`src/rtl/ddr2_cmd_pkg.sv`:
```
/*
 * constants for the module-side command decoder and termination timing.
 * assumes a single 50 MHz system clock that oversamples the memory clock pin.
 */
package ddr2_cmd_pkg;
	localparam int ADDR_W = 14;
	localparam int BANK_W = 3;
	localparam int MASK_W = 8;
	localparam int DQ_W = 64;
	localparam int PRECHARGE_BIT = 10;
	localparam int COL_W = 10;
	// extended mode set: bank code and termination enable field
	localparam logic [2:0] EXT_MODE_BANK = 3'h1;
	localparam int TERM_EN_BIT0 = 2;
	localparam int TERM_EN_BIT1 = 6;
	// termination timing in memory clock half-cycles
	localparam int TERM_ON_HALVES = 4;
	localparam int TERM_OFF_HALVES = 5;
	localparam int BURST_BEATS = 8;
	// command codes {ras_n, cas_n, we_n}
	localparam logic [2:0] CMD_MODE = 3'h0;
	localparam logic [2:0] CMD_REFRESH = 3'h1;
	localparam logic [2:0] CMD_PRECHARGE = 3'h2;
	localparam logic [2:0] CMD_ACTIVATE = 3'h3;
	localparam logic [2:0] CMD_WRITE = 3'h4;
	localparam logic [2:0] CMD_READ = 3'h5;
	localparam logic [2:0] CMD_NOP = 3'h7;
	typedef enum logic [1:0] {ST_ACTIVE, ST_POWERDOWN, ST_SELFREFRESH} power_type;
endpackage : ddr2_cmd_pkg

```
`src/rtl/ddr2_cmd_module.sv`:
```
/*
 * module-side command decoder, bank state, precharge, write masking,
 * power states and termination timing.
 * assumes mem_clk_in from the host is slower than ref_clk_in (oversampled);
 * all pins pass a two-flop synchroniser before use.
 */
`timescale 1ns/1ps

module ddr2_cmd_module #(
	parameter int NUM_BANKS = 8
)(
	// system
	input wire logic ref_clk_in,
	input wire logic srst_in,
	// memory clock and control pins
	input wire logic mem_clk_in,
	input wire logic clk_enable_in,
	input wire logic rank_select_n_in,
	input wire logic row_strobe_n_in,
	input wire logic col_strobe_n_in,
	input wire logic write_enable_n_in,
	input wire logic [ddr2_cmd_pkg::BANK_W-1:0] bank_in,
	input wire logic [ddr2_cmd_pkg::ADDR_W-1:0] addr_in,
	input wire logic termination_ctl_in,
	// write data path
	input wire logic [ddr2_cmd_pkg::DQ_W-1:0] wdata_in,
	input wire logic [ddr2_cmd_pkg::MASK_W-1:0] data_mask_in,
	input wire logic write_strobe_in,
	// status and decoded outputs
	output logic [NUM_BANKS-1:0] bank_open_out,
	output logic [ddr2_cmd_pkg::ADDR_W-1:0] row_addr_out,
	output logic [ddr2_cmd_pkg::COL_W-1:0] col_addr_out,
	output logic [ddr2_cmd_pkg::BANK_W-1:0] cmd_bank_out,
	output logic [2:0] cmd_out,
	output logic cmd_valid_out,
	output logic read_beat_out,
	output logic [ddr2_cmd_pkg::DQ_W-1:0] wdata_out,
	output logic [ddr2_cmd_pkg::MASK_W-1:0] byte_write_out,
	output logic write_beat_out,
	output logic termination_on_out,
	output logic [1:0] power_state_out
);
	// a bank vector that does not match the bank address cannot be decoded
	if (NUM_BANKS != (1 << ddr2_cmd_pkg::BANK_W))
	begin : g_bank_check
		$error("NUM_BANKS must match the bank address width");
	end

	// ==========================================================
	// pin synchronisers
	// ==========================================================
	localparam int SYNC_W = 7 + ddr2_cmd_pkg::BANK_W + ddr2_cmd_pkg::ADDR_W;
	logic [SYNC_W-1:0] sync1_reg, sync2_reg, sync1_next, sync2_next;
	logic [ddr2_cmd_pkg::DQ_W+ddr2_cmd_pkg::MASK_W-1:0] dsync1_reg, dsync2_reg;
	logic mclk_prev_reg, mclk_prev_next;

	// first stage is read only by the second stage
	always_comb
	begin
		sync1_next = {mem_clk_in, clk_enable_in, rank_select_n_in, row_strobe_n_in,
			col_strobe_n_in, write_enable_n_in, termination_ctl_in, bank_in, addr_in};
		sync2_next = sync1_reg;
		mclk_prev_next = sync2_reg[SYNC_W-1];
	end

	always_ff @(posedge ref_clk_in)
	begin
		sync1_reg <= sync1_next;
		sync2_reg <= sync2_next;
		dsync1_reg <= {wdata_in, data_mask_in};
		dsync2_reg <= dsync1_reg;
		mclk_prev_reg <= mclk_prev_next;
	end

	// unpack the synchronised pins
	logic mclk_s, cke_s, rank_n_s, term_s;
	logic [2:0] strobes_s;
	logic [ddr2_cmd_pkg::BANK_W-1:0] bank_s;
	logic [ddr2_cmd_pkg::ADDR_W-1:0] addr_s;
	assign {mclk_s, cke_s, rank_n_s, strobes_s, term_s, bank_s, addr_s} = sync2_reg;

	// the strobe rides with the data flops so all beat fields stay aligned
	logic wstb1_reg, wstb2_reg, wstb_prev_reg;
	always_ff @(posedge ref_clk_in)
	begin
		wstb1_reg <= write_strobe_in;
		wstb2_reg <= wstb1_reg;
		wstb_prev_reg <= wstb2_reg;
	end

	logic rise, fall;
	assign rise = mclk_s && !mclk_prev_reg;
	assign fall = !mclk_s && mclk_prev_reg;

	// ==========================================================
	// command decode and bank state
	// ==========================================================
	ddr2_cmd_pkg::power_type power_reg, power_next;
	logic [NUM_BANKS-1:0] open_reg, open_next;
	logic [ddr2_cmd_pkg::ADDR_W-1:0] row_reg, row_next;
	logic [ddr2_cmd_pkg::COL_W-1:0] col_reg, col_next;
	logic [ddr2_cmd_pkg::BANK_W-1:0] cbank_reg, cbank_next;
	logic [2:0] cmd_reg, cmd_next;
	logic cvalid_reg, cvalid_next;
	logic [1:0] term_mode_reg, term_mode_next;
	logic [3:0] burst_reg, burst_next;
	logic burst_rd_reg, burst_rd_next, auto_pre_reg, auto_pre_next;
	logic [ddr2_cmd_pkg::BANK_W-1:0] burst_bank_reg, burst_bank_next;
	logic rbeat_reg, rbeat_next;
	logic [2:0] cmd;

	// a deselected rank decodes as no-operation, so nothing new starts
	assign cmd = rank_n_s ? ddr2_cmd_pkg::CMD_NOP : strobes_s;

	function automatic logic [NUM_BANKS-1:0] bank_onehot(
		input logic [ddr2_cmd_pkg::BANK_W-1:0] b);
		bank_onehot = NUM_BANKS'(1) << b;
	endfunction : bank_onehot

	always_comb
	begin
		power_next = power_reg;
		open_next = open_reg;
		row_next = row_reg;
		col_next = col_reg;
		cbank_next = cbank_reg;
		cmd_next = cmd_reg;
		cvalid_next = 1'b0;
		term_mode_next = term_mode_reg;
		burst_next = burst_reg;
		burst_rd_next = burst_rd_reg;
		auto_pre_next = auto_pre_reg;
		burst_bank_next = burst_bank_reg;
		rbeat_next = 1'b0;
		// burst in flight counts down on both clock edges regardless of rank select
		if ((rise || fall) && burst_reg != 4'h0)
		begin
			burst_next = burst_reg - 4'h1;
			rbeat_next = burst_rd_reg;
			if (burst_reg == 4'h1 && auto_pre_reg)
				open_next[burst_bank_reg] = 1'b0;
		end
		if (rise)
		begin
			case (power_reg)
				ddr2_cmd_pkg::ST_ACTIVE:
				begin
					if (!cke_s)
						// clock stops: refresh command context picks self-refresh
						power_next = (cmd == ddr2_cmd_pkg::CMD_REFRESH) ?
							ddr2_cmd_pkg::ST_SELFREFRESH : ddr2_cmd_pkg::ST_POWERDOWN;
					else if (cmd != ddr2_cmd_pkg::CMD_NOP)
					begin
						cvalid_next = 1'b1;
						cmd_next = cmd;
						cbank_next = bank_s;
						case (cmd)
							ddr2_cmd_pkg::CMD_ACTIVATE:
							begin
								row_next = addr_s;
								// a burst closing this bank in the same cycle loses to the activate
								open_next = open_next | bank_onehot(bank_s);
							end
							ddr2_cmd_pkg::CMD_READ, ddr2_cmd_pkg::CMD_WRITE:
							begin
								col_next = addr_s[ddr2_cmd_pkg::COL_W-1:0];
								burst_next = 4'(ddr2_cmd_pkg::BURST_BEATS);
								burst_rd_next = (cmd == ddr2_cmd_pkg::CMD_READ);
								auto_pre_next = addr_s[ddr2_cmd_pkg::PRECHARGE_BIT];
								burst_bank_next = bank_s;
							end
							ddr2_cmd_pkg::CMD_PRECHARGE:
							begin
								if (addr_s[ddr2_cmd_pkg::PRECHARGE_BIT])
									open_next = '0;
								else
									open_next = open_next & ~bank_onehot(bank_s);
							end
							ddr2_cmd_pkg::CMD_MODE:
							begin
								if (bank_s == ddr2_cmd_pkg::EXT_MODE_BANK)
									term_mode_next = {addr_s[ddr2_cmd_pkg::TERM_EN_BIT1],
										addr_s[ddr2_cmd_pkg::TERM_EN_BIT0]};
							end
							default:
							begin
								cvalid_next = 1'b1;
							end
						endcase
					end
				end
				default:
				begin
					if (cke_s)
						power_next = ddr2_cmd_pkg::ST_ACTIVE;
				end
			endcase
		end
	end

	always_ff @(posedge ref_clk_in)
	begin
		if (srst_in)
		begin
			power_reg <= ddr2_cmd_pkg::ST_ACTIVE;
			open_reg <= '0;
			row_reg <= '0;
			col_reg <= '0;
			cbank_reg <= '0;
			cmd_reg <= ddr2_cmd_pkg::CMD_NOP;
			cvalid_reg <= 1'b0;
			term_mode_reg <= 2'h0;
			burst_reg <= 4'h0;
			burst_rd_reg <= 1'b0;
			auto_pre_reg <= 1'b0;
			burst_bank_reg <= '0;
			rbeat_reg <= 1'b0;
		end
		else
		begin
			power_reg <= power_next;
			open_reg <= open_next;
			row_reg <= row_next;
			col_reg <= col_next;
			cbank_reg <= cbank_next;
			cmd_reg <= cmd_next;
			cvalid_reg <= cvalid_next;
			term_mode_reg <= term_mode_next;
			burst_reg <= burst_next;
			burst_rd_reg <= burst_rd_next;
			auto_pre_reg <= auto_pre_next;
			burst_bank_reg <= burst_bank_next;
			rbeat_reg <= rbeat_next;
		end
	end

	// ==========================================================
	// write masking
	// ==========================================================
	logic [ddr2_cmd_pkg::DQ_W-1:0] wdata_reg, wdata_next;
	logic [ddr2_cmd_pkg::MASK_W-1:0] bwe_reg, bwe_next;
	logic wbeat_reg, wbeat_next;
	logic [ddr2_cmd_pkg::DQ_W-1:0] wdata_s;
	logic [ddr2_cmd_pkg::MASK_W-1:0] mask_s;
	assign wdata_s = dsync2_reg[ddr2_cmd_pkg::DQ_W+ddr2_cmd_pkg::MASK_W-1:ddr2_cmd_pkg::MASK_W];
	assign mask_s = dsync2_reg[ddr2_cmd_pkg::MASK_W-1:0];

	// beats are taken on both strobe edges; a masked byte never reaches the array
	always_comb
	begin
		wdata_next = wdata_reg;
		bwe_next = bwe_reg;
		wbeat_next = 1'b0;
		if (wstb2_reg != wstb_prev_reg && burst_reg != 4'h0 && !burst_rd_reg)
		begin
			wbeat_next = 1'b1;
			wdata_next = wdata_s;
			bwe_next = ~mask_s;
		end
	end

	always_ff @(posedge ref_clk_in)
	begin
		if (srst_in)
		begin
			wdata_reg <= '0;
			bwe_reg <= '0;
			wbeat_reg <= 1'b0;
		end
		else
		begin
			wdata_reg <= wdata_next;
			bwe_reg <= bwe_next;
			wbeat_reg <= wbeat_next;
		end
	end

	// ==========================================================
	// termination timing, counted in memory clock half-cycles
	// ==========================================================
	logic term_reg, term_next;
	logic [2:0] tcnt_reg, tcnt_next;
	logic tgt_reg, tgt_next;
	logic term_allowed;
	assign term_allowed = term_mode_reg != 2'h0;

	always_comb
	begin
		term_next = term_reg;
		tcnt_next = tcnt_reg;
		tgt_next = tgt_reg;
		if (power_reg != ddr2_cmd_pkg::ST_ACTIVE || !term_allowed)
		begin
			// the fixed delay only holds in the active state, not in power-down or self-refresh
			term_next = term_s && term_allowed;
			tgt_next = term_next;
			tcnt_next = 3'h0;
		end
		else
		begin
			if (rise && term_s != tgt_reg)
			begin
				tgt_next = term_s;
				tcnt_next = term_s ? 3'(ddr2_cmd_pkg::TERM_ON_HALVES) :
					3'(ddr2_cmd_pkg::TERM_OFF_HALVES);
			end
			else if ((rise || fall) && tcnt_reg != 3'h0)
			begin
				tcnt_next = tcnt_reg - 3'h1;
				if (tcnt_reg == 3'h1)
					term_next = tgt_reg;
			end
		end
	end

	always_ff @(posedge ref_clk_in)
	begin
		if (srst_in)
		begin
			term_reg <= 1'b0;
			tcnt_reg <= 3'h0;
			tgt_reg <= 1'b0;
		end
		else
		begin
			term_reg <= term_next;
			tcnt_reg <= tcnt_next;
			tgt_reg <= tgt_next;
		end
	end

	// ==========================================================
	// outputs
	// ==========================================================
	assign bank_open_out = open_reg;
	assign row_addr_out = row_reg;
	assign col_addr_out = col_reg;
	assign cmd_bank_out = cbank_reg;
	assign cmd_out = cmd_reg;
	assign cmd_valid_out = cvalid_reg;
	assign read_beat_out = rbeat_reg;
	assign wdata_out = wdata_reg;
	assign byte_write_out = bwe_reg;
	assign write_beat_out = wbeat_reg;
	assign termination_on_out = term_reg;
	assign power_state_out = power_reg;

	// ==========================================================
	// checks
	// ==========================================================
	a_rank_ignore: assert property (@(posedge ref_clk_in) disable iff (srst_in)
		(rise && rank_n_s) |=> !cvalid_reg)
		else $error("deselected rank decoded a command");
	a_precharge_all: assert property (@(posedge ref_clk_in) disable iff (srst_in)
		(rise && cke_s && power_reg == ddr2_cmd_pkg::ST_ACTIVE && cmd == ddr2_cmd_pkg::CMD_PRECHARGE
		&& addr_s[ddr2_cmd_pkg::PRECHARGE_BIT] && burst_reg == 4'h0) |=> open_reg == '0)
		else $error("precharge all left a bank open");
	a_mask_drop: assert property (@(posedge ref_clk_in) disable iff (srst_in)
		wbeat_reg |-> byte_write_out == ~$past(mask_s))
		else $error("masked byte written");
	a_term_gate: assert property (@(posedge ref_clk_in) disable iff (srst_in)
		!term_allowed |=> !term_reg)
		else $error("termination on while disabled");
	a_cke_entry: assert property (@(posedge ref_clk_in) disable iff (srst_in)
		(rise && !cke_s && power_reg == ddr2_cmd_pkg::ST_ACTIVE)
		|=> power_reg != ddr2_cmd_pkg::ST_ACTIVE)
		else $error("clock enable low left the rank active");
	a_row_capture: assert property (@(posedge ref_clk_in) disable iff (srst_in)
		(rise && cke_s && power_reg == ddr2_cmd_pkg::ST_ACTIVE
		&& cmd == ddr2_cmd_pkg::CMD_ACTIVATE)
		|=> row_reg == $past(addr_s) && open_reg[$past(bank_s)])
		else $error("activate lost its row or bank");
endmodule : ddr2_cmd_module

```
`config.mk`:
```
export PLATFORM = sky130hd
export DESIGN_NAME = ddr2_cmd_module
export DESIGN_NICKNAME = d
export VERILOG_FILES = /design/src/rtl/ddr2_cmd_pkg.sv /design/src/rtl/ddr2_cmd_module.sv
export SDC_FILE = /design/constraint.sdc
export NUM_CORES = 1
export LEC_CHECK = 0
export ABC_AREA = 1
export BUFFER_PORTS_ARGS = -buffer_cell sky130_fd_sc_hd__buf_2
export CAP_MARGIN = 10
export CORE_MARGIN = 8
export CORE_UTILIZATION = 52
export DETAILED_ROUTE_END_ITERATION = 6
export PLACE_DENSITY = 0.83
export SYNTH_ARGS = -nofsm -noshare
export SYNTH_HDL_FRONTEND = slang
export SYNTH_SLANG_ARGS = --single-unit
```
`constraint.sdc`:
```
create_clock -name ref_clk_in -period 2 [get_ports ref_clk_in]
set_clock_uncertainty 0.05 [all_clocks]
set_input_delay 0.6 -clock ref_clk_in [delete_from_list [all_inputs] [get_ports ref_clk_in]]
set_output_delay 0.6 -clock ref_clk_in [all_outputs]
set_load 0.03 [all_outputs]
```
==> Word-level counts from Yosys, hierarchy flattened <==
Cells that the tools add are included.
{ "classes": {"n_addsub": 2, "order_cmp": 2, "n_eq_ne": 13, "shifts": 1, "mux": 32, "bitwise_logic": 10, "reduce_logical": 37} }
{ "ops": {"columns": ["operator", "n"], "rows": [
  ["2-to-1 mux 8 bit", 7],
  ["2-to-1 mux 4 bit", 6],
  ["NOT 8 bit", 3],
  ["bitwise AND 8 bit", 2],
  ["one-hot mux 8 bit (2 select lines)", 1],
  ["nonzero test 2 bit", 7],
  ["logical AND 1 bit", 10],
  ["2-to-1 mux 1 bit", 10],
  ["AND reduction 5 bit", 2],
  ["== test 3 x 1 -> 1 bit, second input constant", 3],
  ["2-to-1 mux 3 bit", 3],
  ["2-to-1 mux 2 bit", 4],
  ["OR 8 bit", 1],
  ["left shift 1 x 3 -> 8 bit, first input constant", 1],
  ["== test 3 x 2 -> 1 bit, second input constant", 2],
  ["== test 3 bit, second input constant", 2],
  ["AND reduction 3 bit", 2],
  ["AND reduction 6 bit", 1],
  ["OR reduction 2 bit", 3],
  ["== test 4 x 1 -> 1 bit, second input constant", 1],
  ["logical NOT 1 bit", 4],
  ["< comparator 3 x 4 -> 1 bit, second input constant", 1],
  ["!= test 2 bit, second input constant", 2],
  ["NOT 1 bit", 4],
  ["other kinds (13)", 15]
]} }
{ "totals": {"register_bits": 327, "in_bits": 99, "output_inout_bits": 116, "wordCells": 124} }

==> Logic depth before layout (Yosys ltp) <==
{ "logic_depth": {"word_depth": 15, "depth_mapped": 11, "depth_no_buf": 10} }

==> Worst setup path before layout <==
No wires, ideal clock.
{ "synth_timing": {"kind": "input to register", "startpoint": "input srst_in", "endpoint": "register row_reg (netlist bit row_addr_out[11])", "setup_time_ns": 0.065, "t_arrival_ns": 1.345, "required_ns": 1.885, "path_slack_ns": 0.541, "stages": 5, "path_buffers": 2, "cell_sequence": "inv_2 -> clkbuf_1 -> clkbuf_1 -> o21ai_0 -> nor2_1"} }
{ "synth_lines": {"columns": ["item", "line", "text"], "rows": [
  ["start, declared", "ddr2_cmd_module.sv:14", "input wire logic srst_in,"],
  ["end signal, assigned", "ddr2_cmd_module.sv:223", "row_reg <= row_next;"],
  ["end, declared", "ddr2_cmd_module.sv:100", "logic [ddr2_cmd_pkg::ADDR_W-1:0] row_reg, row_next;"]
]} }

==> Final worst setup path <==
{ "layout_timing": {"startpoint": "register wdata_reg (netlist bit wdata_out[31])", "endpoint": "output wdata_out[31] in the netlist's numbering"} }
{ "layout_lines": {"columns": ["item", "line", "text"], "rows": [
  ["start, declared", "ddr2_cmd_module.sv:240", "logic [ddr2_cmd_pkg::DQ_W-1:0] wdata_reg, wdata_next;"],
  ["start signal, assigned", "ddr2_cmd_module.sv:272", "wdata_reg <= wdata_next;"],
  ["end, declared", "ddr2_cmd_module.sv:37", "output logic [ddr2_cmd_pkg::DQ_W-1:0] wdata_out,"]
]} }
No word-level cell between the ends.

==> flow_summary.yaml <==
synthesis:
  syn_area_um2: 9110
  yosysSeqAreaShare_pct: 71.8
  syn-num-nets: 1000
  synth_edf_count: 0
  ys_types: 30
  ys.flop_type: "dfxtp_1"
  ys_ff_latch: 327
  yosysWarnings: 0
  syn_avg_cell_area_um2: 10.2
  syn_inst: 895
  synthArstFlopShare_pct: 0
setup_path:
  ff2ff_path_depth: 7
  crit_family: "flip-flops"
  cpPeakStageDelay_ns: 0.37
  critPathLaunchType: "flop"
  critical_path.cell_chain: "buf_2"
  worst_path_max_delay_cell: "dfxtp_1"
  path_class: "flop to output port"
  cp_data_arrival_time_ns: 1.16
  crit_cells: 1
  critPathBufInv: 1
  cp.required_ns: 1.35
  cp_max_fo: 2
  endpoint_kind: "output port"
outcome:
  status: "completed"
sta:
  final-setup-viol-count: 0
  layout_worst_path_cycle_share_pct: 90.7
  tns_ns: 0
  min_period_ns: 1.81
  grt_setup_unrepaired: "no"
  hold_ws_ns: 0.0777
  tightest_slew_ns: 0.594
  layout_setup_ws_ns: 0.187
  slew-limit-headroom_pct: 60.4
  drv_slew: 0
  fmax_mhz: 551
  hold_viol_final: 0
cts:
  cts_setup_buffers: 0
  hold_buffers: 0
  cts_resized: 0
  clockBufferDepth: 3
  clock_latency_ns: 0.57
  cts_buffers: 30
  htree_levels: 1
  cts_tree: "yes"
  clk_pin_slew_ns: 0.07
  clockRootBuffer: "clkbuf_16"
  clock-sinks: 327
floorplanning:
  io_pins: 215
  dieHeight_um: 148
  dieArea_um2: 22000
  core_um2: 17200
  rows: 48
  die_w_um: 148
  initial_core_util_pct: 52.9
pwr:
  power_mw: 18.7
  powerDensity_nw_per_um2: 1630
  peakVddDrop_uv: 1390
  cellLeakagePower_nw: 5.33
finish:
  final_nets: 1221
  utilization_pct: 66.4
  drive_above_1_share_pct: 26.2
  synthToLayoutAreaGrowth_pct: 25.6
  num_antenna_cells: 0
placed_design:
  gp_congestion: 0.840
  preCtsSetupSlack_ns: 0.173
  hpwl_um: 14100
  io_buffers: 214
grt:
  grt_usage_pct: 18.1
  grt_pass1_vias: 6626
  grt_max_degree: 91
  grt_overflow_total: 0
  grt_pass1_wl_um: 32600
  antenna_found_initial: 3
drt:
  ant_nets: 0
  dr.pass1.iters: 5
  drcViolationCount: 0
  vias: 6546
  route.detailed.wl_per_inst_um: 15.0
  routed_via_density: 4.80
  wirelength_um: 20400
  drt_iter0_drc: 315
min_path:
  min_path_cells: 1
  hold_class: "primary input to flop"
job:
  drv_cap: 0
==> layout by cell type (no fill, tap or decap), drive strengths merged <==
master,Yosys,layout
dfxtp,327,327
buf,21,224
nor2,192,192
o21ai,119,119
nand2,74,74
inv,50,51
clkbuf,14,38
a21oi,36,36
nor3,25,25
nand3,22,22
clkinv,1,9
ha,6,6
clkinvlp,0,5
bufinv,0,3
or2,2,2
o211ai,2,2
nand4,1,1
xor2,1,1
a211oi,1,1
o22ai,1,1
==> through the flow <==
| step | instance area [um2] | cells |
|---|---|---|
| 6_report | 11400 | 1364 |
| 5_1_grt | 11400 | 1364 |
| 4_1_cts | 11400 | 1364 |
| 3_5_place_dp | 10400 | 1309 |
| 3_3_place_gp | 10400 | 1309 |
| 2_1_floorplan | 9110 | 895 |
==> cell type report <==
cell class | count | area [um2]
clock buffers | 38 | 851
clock inverters | 17 | 208
fillers | 1295 | 5790
inverters | 51 | 191
multi-input cells | 482 | 2200
flip-flops and latches | 327 | 6550
well taps | 225 | 282
repair buffers | 224 | 1170
==> cells by family (layout without fill, tap and decap cells) <==
| group | count (synthesis) | after routing | synth area share [%] |
|---|---|---|---|
| AND/OR/NAND/NOR | 316 | 316 | 14.2 |
| XOR/XNOR | 1 | 1 | 0.0961 |
| adder cells (fa/ha/maj) | 6 | 6 | 0.824 |
| buffers and inverters | 86 | 330 | 4.02 |
| flip-flops | 327 | 327 | 71.8 |
| AO/OA/AOI/OAI | 159 | 159 | 8.99 |
==> power by group <==
group	total [mW]	switching (mW)	internal [mW]
clock network	5.86	2.44	3.42
registers	8.16	0.578	7.58
logic	4.70	3.37	1.33
total	18.7	6.39	12.3
==> synth_stat cells, types with 2 or more instances <==
cell	instances	area [um2]
a21oi_1	34	170
buf_2	14	70.1
buf_4	5	37.5
clkbuf_1	14	52.6
dfxtp_1	327	6550
ha_1	6	75.1
inv_1	44	165
inv_2	6	22.5
nand2_1	70	263
nand2_2	4	25.0
nand3_1	21	105
nor2_1	188	706
nor2_4	3	33.8
nor3_1	24	120
o211ai_1	2	15.0
o21ai_0	97	485
o21ai_1	22	110
or2_2	2	12.5
==> worst paths after layout <==
path / startpoint / endpoint / slack [ns]
setup / recovery: wdata_out[31] / wdata_out[31] / 0.19
hold / removal: wdata_in[59] / dsync1_reg[67] / 0.08
setup reg to reg: burst_reg[0] / wdata_out[32] / 0.19
hold reg to reg: dsync1_reg[69] / dsync2_reg[69] / 0.25
==> routing by layer <==
| metal | part of all wire, % | global-route usage [%] | wire (um) | vias to the layer above |
|---|---|---|---|---|
| met5 | 0.17 | 0 | 34 | - |
| met2 | 50 | 32.6 | 10300 | 207 |
| met4 | 3.2 | 6.68 | 658 | 6 |
| li1 | - | - | - | 3301 |
| met3 | 7.2 | 5.71 | 1470 | 50 |
| met1 | 39 | 19.5 | 7970 | 2982 |
==> worst reg2reg max path, delay by kind of cell, from the launching register on <==
family,cells,cell delay (ns)
DFF,1,0.33
and+or+nand+nor,3,0.31
buffers and inverters,2,0.59
adders and majority gates,1,0.27
AOI/OAI and AO/OA,1,0.22
(Power assumes the default switching activity.)
